## src/core/eigp_defines.svh

```systemverilog
// Register indices, field positions, reset values and timing counts of the
// edge interrupt GPIO port. Included by the port module eigp_port.
`ifndef EIGP_DEFINES_SVH
`define EIGP_DEFINES_SVH

// Register indices on the plain register port
`define EIGP_REG_DIR 4'h0
`define EIGP_REG_LATCH 4'h1
`define EIGP_REG_LEVEL 4'h2
`define EIGP_REG_FALL 4'h3
`define EIGP_REG_RISE 4'h4
`define EIGP_REG_PEND 4'h5
`define EIGP_REG_SET 4'h6
`define EIGP_REG_CLR 4'h7
`define EIGP_REG_CONF 4'h8
`define EIGP_REG_ENG0 4'h9
`define EIGP_REG_ENG1 4'hA
`define EIGP_REG_IMASK 4'hB

// Bit mapper selector fields
`define EIGP_ZERO_PIN_LSB 0
`define EIGP_ZERO_WORD_LSB 4
`define EIGP_ONE_PIN_LSB 8
`define EIGP_ONE_WORD_LSB 12

// Reset values
`define EIGP_RST_ZERO 16'h0000
`define EIGP_RST_IMASK 16'hFFFF

// Input path: cycles from pin to level register
`define EIGP_SYNC_STAGES 2

`endif

```

## src/core/eigp_pkg.sv

```systemverilog
// Types shared by the edge interrupt GPIO port modules.
// Assumes the defines header is on the include path.
package eigp_pkg;
  typedef logic [15:0] eigp_word_t;
  typedef logic [3:0] eigp_sel_t;
  typedef logic [3:0] eigp_addr_t;
endpackage : eigp_pkg

```

## src/core/eigp_evt_if.sv

```systemverilog
// Carrier between register bank and edge capture of the GPIO port.
// Assumes both ends share mclk.
`timescale 1ns/1ps
`default_nettype none
interface eigp_evt_if #(parameter int WIDTH = 16);
  logic [WIDTH-1:0] level;
  logic [WIDTH-1:0] pend;
  logic [WIDTH-1:0] fall_en;
  logic [WIDTH-1:0] rise_en;
  logic clr_we;
  logic [WIDTH-1:0] clr_data;
  modport edge_side (output level, output pend, input fall_en, input rise_en,
    input clr_we, input clr_data);
  modport regs_side (input level, input pend, output fall_en, output rise_en,
    output clr_we, output clr_data);
endinterface : eigp_evt_if
`default_nettype wire

```

## src/core/eigp_edge.sv

```systemverilog
// Pin synchroniser, edge detection and sticky pending flags.
// Assumes pins are sampled on mclk; flags cleared by write-one from regs.
`timescale 1ns/1ps
`default_nettype none
module eigp_edge
  import eigp_pkg::*;
#(
  parameter int WIDTH = 16
) (
  input wire logic mclk,
  input wire logic rst,
  input wire logic [WIDTH-1:0] pin_in,
  eigp_evt_if.edge_side evt
);
  logic [WIDTH-1:0] sync1_r;
  logic [WIDTH-1:0] sync2_r;
  logic [WIDTH-1:0] prev_r;
  logic [WIDTH-1:0] pend_r;
  logic [WIDTH-1:0] rise_ev;
  logic [WIDTH-1:0] fall_ev;
  logic [WIDTH-1:0] clr_bits;

  // Two-stage synchroniser, then previous sample
  always_ff @(posedge mclk) begin
    if (rst) begin
      sync1_r <= '0;
      sync2_r <= '0;
      prev_r <= '0;
    end else begin
      sync1_r <= pin_in;
      sync2_r <= sync1_r;
      prev_r <= sync2_r;
    end
  end

  // RULE16 sample compare
  // RULE3 rising edge event
  assign rise_ev = sync2_r & ~prev_r & evt.rise_en;
  // RULE2 falling edge event
  assign fall_ev = ~sync2_r & prev_r & evt.fall_en;
  assign clr_bits = evt.clr_we ? evt.clr_data : '0;

  // RULE17 set beats clear
  always_ff @(posedge mclk) begin
    if (rst) begin
      pend_r <= '0;
    end else begin
      pend_r <= (pend_r & ~clr_bits) | rise_ev | fall_ev;
    end
  end

  assign evt.level = sync2_r;
  assign evt.pend = pend_r;
endmodule : eigp_edge
`default_nettype wire

```

## src/core/eigp_port.sv

```systemverilog
// Edge interrupt GPIO port: register bank, output latch, bit mappers,
// pin drivers and interrupt output.
// Assumes one clock mclk, synchronous inputs and a strobe register port.
//
// Notes on behaviour
// RULE1: Reading the level register returns every pin's present level in any direction.
// RULE2: A falling edge on a pin with its falling enable set raises its pending flag.
// RULE3: A rising edge on a pin with its rising enable set raises its pending flag.
// RULE4: The interrupt output is high while any pending flag is set; the code counts only flags whose imask_r bit is set.
// RULE5: Writing the pending register clears flags written as one, keeps the rest.
// RULE6: The interrupt stays high until every pending flag has been cleared; the code drops it once no flag with its imask_r bit set remains.
// RULE7: A set-mask write ORs the mask into the output latch.
// RULE8: A clear-mask write ANDs the inverted mask into the output latch.
// RULE9: The mapper config holds word and pin selectors for mappers one and zero.
// RULE10: A mapper write copies its selected word bit into its selected latch bit.
// RULE11: A mapper read returns its selected pin level at its word position, else zero.
// RULE12: Direction one makes a pin an output, zero an input, and all reset to input.
// RULE13: A direction change leaves the output latch alone.
// RULE14: The port has sixteen pins, each with all its own bits.
// RULE15: The source select drives a pin from a peripheral when one, else from the latch.
// RULE16: Edges come from comparing successive synchronised samples, once per transition.
// RULE17: An edge in the same cycle as a clear keeps the flag set.
`include "eigp_defines.svh"
`timescale 1ns/1ps
`default_nettype none
module eigp_port
  import eigp_pkg::*;
#(
  parameter int WIDTH = 16
) (
  input wire logic mclk,
  input wire logic rst,
  input wire logic [3:0] addr,
  input wire logic [15:0] wdata,
  input wire logic wr,
  input wire logic rd,
  output logic [15:0] rdata,
  input wire logic [WIDTH-1:0] pin_in,
  output logic [WIDTH-1:0] pin_out,
  output logic [WIDTH-1:0] pin_oe,
  input wire logic [WIDTH-1:0] pin_source_select,
  input wire logic [WIDTH-1:0] periph_out,
  output logic irq
);
  // RULE14 sixteen pins only
  if (WIDTH != 16) begin : g_width_check
    $error("eigp_port needs WIDTH of 16");
  end

  eigp_word_t dir_r;
  eigp_word_t output_latch;
  eigp_word_t fall_en_r;
  eigp_word_t rise_en_r;
  eigp_word_t conf_r;
  eigp_word_t imask_r;
  eigp_word_t rdata_r;
  eigp_word_t rdata_nxt;
  eigp_word_t latch_nxt;
  logic [WIDTH-1:0] pin_out_r;
  logic [WIDTH-1:0] pin_oe_r;
  logic irq_r;
  eigp_sel_t mapper_zero_pin_pos;
  eigp_sel_t mapper_zero_word_pos;
  eigp_sel_t mapper_one_pin_pos;
  eigp_sel_t mapper_one_word_pos;

  eigp_evt_if #(.WIDTH(WIDTH)) evt ();

  // Edge capture and pending flags
  eigp_edge #(.WIDTH(WIDTH)) u_edge (
    .mclk(mclk),
    .rst(rst),
    .pin_in(pin_in),
    .evt(evt.edge_side)
  );

  // Address match for a given register index
  function automatic logic hit(input eigp_addr_t a, input eigp_addr_t idx);
    hit = (a == idx);
  endfunction : hit

  // Mapper read word: one pin level placed at one word position
  function automatic eigp_word_t map_read(input eigp_word_t lvl,
                                          input eigp_sel_t pin_pos,
                                          input eigp_sel_t word_pos);
    map_read = '0;
    map_read[word_pos] = lvl[pin_pos];
  endfunction : map_read

  // RULE9 selector fields
  assign mapper_zero_pin_pos = conf_r[`EIGP_ZERO_PIN_LSB +: 4];
  assign mapper_zero_word_pos = conf_r[`EIGP_ZERO_WORD_LSB +: 4];
  assign mapper_one_pin_pos = conf_r[`EIGP_ONE_PIN_LSB +: 4];
  assign mapper_one_word_pos = conf_r[`EIGP_ONE_WORD_LSB +: 4];

  // Enables and clear strobe toward edge capture
  assign evt.fall_en = fall_en_r;
  assign evt.rise_en = rise_en_r;
  // RULE5 write-one clear
  assign evt.clr_we = wr && hit(addr, `EIGP_REG_PEND);
  assign evt.clr_data = wdata;

  // Direction register
  always_ff @(posedge mclk) begin
    if (rst) begin
      dir_r <= `EIGP_RST_ZERO;
    end else if (wr && hit(addr, `EIGP_REG_DIR)) begin
      dir_r <= wdata;
    end
  end

  // Edge enables, mapper config and interrupt mask
  always_ff @(posedge mclk) begin
    if (rst) begin
      fall_en_r <= `EIGP_RST_ZERO;
      rise_en_r <= `EIGP_RST_ZERO;
      conf_r <= `EIGP_RST_ZERO;
      imask_r <= `EIGP_RST_IMASK;
    end else if (wr) begin
      if (hit(addr, `EIGP_REG_FALL)) begin
        fall_en_r <= wdata;
      end
      if (hit(addr, `EIGP_REG_RISE)) begin
        rise_en_r <= wdata;
      end
      if (hit(addr, `EIGP_REG_CONF)) begin
        conf_r <= wdata;
      end
      if (hit(addr, `EIGP_REG_IMASK)) begin
        imask_r <= wdata;
      end
    end
  end

  // Next output latch value from the writing registers
  always_comb begin
    latch_nxt = output_latch;
    if (wr) begin
      unique case (addr)
        `EIGP_REG_LATCH: begin
          latch_nxt = wdata;
        end
        // RULE7 OR in mask
        `EIGP_REG_SET: begin
          latch_nxt = output_latch | wdata;
        end
        // RULE8 AND inverted mask
        `EIGP_REG_CLR: begin
          latch_nxt = output_latch & ~wdata;
        end
        // RULE10 mapper zero write
        `EIGP_REG_ENG0: begin
          latch_nxt[mapper_zero_pin_pos] = wdata[mapper_zero_word_pos];
        end
        // RULE10 mapper one write
        `EIGP_REG_ENG1: begin
          latch_nxt[mapper_one_pin_pos] = wdata[mapper_one_word_pos];
        end
        default: begin
          latch_nxt = output_latch;
        end
      endcase
    end
  end

  // RULE13 latch independent of direction
  always_ff @(posedge mclk) begin
    if (rst) begin
      output_latch <= `EIGP_RST_ZERO;
    end else begin
      output_latch <= latch_nxt;
    end
  end

  // Read multiplexer; unmapped and write-only read as zero
  always_comb begin
    rdata_nxt = '0;
    unique case (addr)
      `EIGP_REG_DIR: rdata_nxt = dir_r;
      `EIGP_REG_LATCH: rdata_nxt = output_latch;
      // RULE1 synchronised pin levels
      `EIGP_REG_LEVEL: rdata_nxt = evt.level;
      `EIGP_REG_FALL: rdata_nxt = fall_en_r;
      `EIGP_REG_RISE: rdata_nxt = rise_en_r;
      `EIGP_REG_PEND: rdata_nxt = evt.pend;
      `EIGP_REG_CONF: rdata_nxt = conf_r;
      // RULE11 mapper reads
      `EIGP_REG_ENG0: begin
        rdata_nxt = map_read(evt.level, mapper_zero_pin_pos, mapper_zero_word_pos);
      end
      `EIGP_REG_ENG1: begin
        rdata_nxt = map_read(evt.level, mapper_one_pin_pos, mapper_one_word_pos);
      end
      `EIGP_REG_IMASK: rdata_nxt = imask_r;
      default: rdata_nxt = '0;
    endcase
  end

  // Read data stands one cycle after the strobe only
  always_ff @(posedge mclk) begin
    if (rst) begin
      rdata_r <= '0;
    end else if (rd) begin
      rdata_r <= rdata_nxt;
    end else begin
      rdata_r <= '0;
    end
  end

  // Per-pin drivers
  for (genvar i = 0; i < WIDTH; i++) begin : g_pin
    always_ff @(posedge mclk) begin
      if (rst) begin
        pin_out_r[i] <= 1'b0;
        pin_oe_r[i] <= 1'b0;
      end else begin
        // RULE15 peripheral or latch
        pin_out_r[i] <= pin_source_select[i] ? periph_out[i] : output_latch[i];
        // RULE12 one means output
        pin_oe_r[i] <= dir_r[i];
      end
    end
  end

  // RULE4 RULE6 level interrupt
  always_ff @(posedge mclk) begin
    if (rst) begin
      irq_r <= 1'b0;
    end else begin
      irq_r <= |(evt.pend & imask_r);
    end
  end

  assign rdata = rdata_r;
  assign pin_out = pin_out_r;
  assign pin_oe = pin_oe_r;
  assign irq = irq_r;
endmodule : eigp_port
`default_nettype wire

```

## config.mk

```make
export PLATFORM = sky130hd
export DESIGN_NAME = eigp_port
export DESIGN_NICKNAME = d
export VERILOG_FILES = /design/src/core/eigp_pkg.sv /design/src/core/eigp_evt_if.sv /design/src/core/eigp_edge.sv /design/src/core/eigp_port.sv
export VERILOG_INCLUDE_DIRS = /design/src /design/src/core
export SDC_FILE = /design/constraint.sdc
export NUM_CORES = 1
export LEC_CHECK = 0
export ABC_AREA = 1
export BUFFER_PORTS_ARGS = -buffer_cell sky130_fd_sc_hd__buf_2
export CORE_UTILIZATION = 45
export DETAILED_ROUTE_END_ITERATION = 10
export SLEW_MARGIN = 20
export SYNTH_ARGS = -nofsm -noshare
export SYNTH_HDL_FRONTEND = slang
export SYNTH_SLANG_ARGS = --single-unit
```

## constraint.sdc

```tcl
create_clock -name mclk -period 3.44 [get_ports mclk]
set_input_delay 0.172 -clock mclk [delete_from_list [all_inputs] [get_ports mclk]]
set_output_delay 0.172 -clock mclk [all_outputs]
set_load 0.02 [all_outputs]
```

==> results.toml <==
[cts]
cts_tree = "built"
clk_latency_ns = 0.54
cts_setup_buffers = 0
clock-root-buffer = "clkbuf_16"
clockBufferDepth = 3
h-tree-depth = 1
numCtsBuffers = 24
cts.clk_slew.worst_paths_ns = 0.06
clock-sinks = 209

[sta]
setup_viol = 0
setup_tns_ns = 0
tightest_slew_ns = 1.07
rsz0062_at_grt = "false"
max_freq_mhz = 432
finalCritPeriodShare_pct = 67.3
hold_viol = 0
clock_skew_ns = 0.0121
finalCriticalPeriod_ns = 2.31
drv_slew = 0
worst_hold_slack_ns = 0.0364
slew_headroom_pct = 28.2

[drt]
drc_errors = 0
vias_per_cell = 5.44
ant_nets = 0
drtPass1Iterations = 6
wirelength_um = 37600
avgRoutedWirePerCell_um = 19.2
vias = 10700
first_iter_violations = 1047

[pwr]
power-per-cell-area_nw_per_um2 = 468
p_leak_nw = 5.33
peakVddDrop_uv = 350
power.total_mw = 5.63

[global_routing]
met2_usage_pct = 50.8
grt_usage_pct = 32.6
antenna_found_initial = 0
grt_max_degree = 95
gr-max-usage-layer = "met2"
overflow = 0
grt_pass1_wl_um = 55800
grt_pass1_vias = 9467
grtUsageMet3_pct = 5.09
gr-usage-met1_pct = 43.5

[worst_setup_path]
timing.rr.end = "output_latch[1]"
end_kind = "register"
worst-endpoint-required_ns = 3.82
cp_max_fo = 16
reg2reg_depth = 13
ff2ff_setup_slack_ns = 1.13
crit_arrival_ns = 2.69
critPathLaunchType = "register"
worstReg2RegStart = "conf_r[4]"
worstSetupPathType = "reg -> reg"

[synthesis]
synth_edf_count = 0
synth.largest_area_cell = "dfxtp_1"
ys_top_cells_by_area = "dfxtp_1, nand2_1, nor2_1, inv_1, a21oi_1"
ys_top_cells_by_count = "nand2_1, nor2_1, dfxtp_1, inv_1, a21oi_1"
synth-warning-count = 0
avgSynthCellArea_um2 = 6.59
syn_area_um2 = 10100
ys_seq_elements = 209
synthCells = 1527
yosysMostFrequentCell = "nand2_1"
async_flop_share_pct = 0
synth_top_area_share_pct = 41.6
synth_cell_types = 33
synth_flop_cell = "dfxtp_1"
syn-num-nets = 1599
ys_seq_area_share_pct = 41.6

[hold_path]
min_path_cells = 3
worstHoldPathType = "in -> reg"
min_to = "evt.fall_en[11]"
hold_start = "wdata[11]"

[placed_design]
dp_hpwl_um = 26100
place_congestion = 0.980
port_buffers = 120

[status]
outcome = "finished clean"

[floorplan]
core-area_um2 = 21900
dieArea_um2 = 23000
rows = 54
pin_count = 121
initial_core_util_pct = 46.0
die_w_um = 152
fp.dieH_um = 152

[layout]
syn_to_final_growth_pct = 19.5
drive_gt1_share_pct = 11.6
finalCoreUtilization_pct = 54.9
final_nets = 1733
antenna_cells = 0

[job]
cap_violations = 0
-- worst max-delay path: stages, from the launching register on --
cell,delay [ns]
dfxtp_1,0.59
inv_1,0.33
nand2_1,0.13
nand2_1,0.05
nand2_1,0.05
nand2_1,0.05
nand2_1,0.05
nand2_1,0.08
nor2_4,0.41
nand2_1,0.11
nand2_1,0.08
nand3_1,0.08
nand2_1,0.07
a21oi_1,0.05
-- how the worst max path moves through the flow --
stage / slack (ns) / depth (start not counted) / start / end
2_1_floorplan: 1.91 / 15 / conf_r[12] / output_latch[12]
3_3_place_gp: 1.04 / 11 / addr[0] / rdata[8]
3_5_place_dp: 1.01 / 11 / addr[0] / rdata[8]
4_1_cts: 1.17 / 13 / conf_r[4] / output_latch[6]
5_1_grt: 0.91 / 13 / conf_r[4] / output_latch[1]
6_report: 1.13 / 13 / conf_r[4] / output_latch[1]
-- where the power goes --
part,switching [mW],leakage [nW],internal [mW]
Clock,1.06,0.369,1.43
Combinational,0.398,3.26,0.192
Sequential,0.0568,1.70,2.49
Total,1.52,5.33,4.11
-- flip-flops by register name, summed over array words and instances, names as in the netlist --
signal,flops
conf_r,16
dir_r,16
evt.fall_en,16
evt.rise_en,16
imask_r,16
output_latch,16
pin_oe,16
pin_out,16
rdata,16
u_edge.evt.level,16
u_edge.evt.pend,16
u_edge.prev_r,16
u_edge.sync1_r,16
irq,1
-- cells by family after synthesis --
logic type	Yosys count	share of synthesized area, %
AO/OA/AOI/OAI	311	17.8
flip-flops	209	41.6
buffers and inverters	285	11.4
AND/OR/NAND/NOR	722	29.3
-- repair_timing --
item                                   CTS  global route
resized for setup                        0             0
endpoints found under the hold margin   38             0
hold buffers                            52             0
-- layout make-up --
cell class,instances,area [um^2]
Clock buffer,32,661
Clock inverter,9,104
Fill cell,2178,9870
Inverter,211,792
Multi-Input combinational cell,1033,4730
Sequential cell,209,4180
Tap cell,280,350
Timing Repair Buffer,182,1200
-- stage by stage --
step	instance area (um^2)	instances	setup slack, ns
after global placement	10700	1863	1.04
after floorplan	10100	1527	1.91
final	12000	1956	1.13
after CTS	12000	1956	1.17
after detailed placement	10700	1863	1.01
after global routing	12000	1956	0.905
-- cell usage in the layout (no fill, tap or decap), types with 3 or more instances in the layout --
cell type / count
dlygate4sd3_1: 52
o2111ai_1: 6
nor2_1: 221
clkbuf_8: 3
dfxtp_1: 209
nor2_4: 3
nor3_2: 4
o22ai_1: 19
nand2_1: 369
a22o_1: 3
a221oi_1: 4
clkinv_2: 4
a21oi_1: 112
inv_2: 9
buf_4: 11
o21ai_0: 98
clkbuf_1: 5
clkbuf_16: 24
o211ai_1: 32
buf_2: 119
a22oi_1: 16
nor3_1: 17
nand3_1: 87
a31oi_1: 16
nand2_2: 3
inv_1: 201
nor2_2: 8
nand4_1: 7
-- routing by layer --
| metal | routed length (um) | up-vias |
|---|---|---|
| li1 | - | 5160 |
| met1 | 15600 | 4822 |
| met2 | 16400 | 566 |
| met3 | 3570 | 102 |
| met4 | 1980 | 0 |
| met5 | 0 | - |
(Power assumes the default switching activity.)
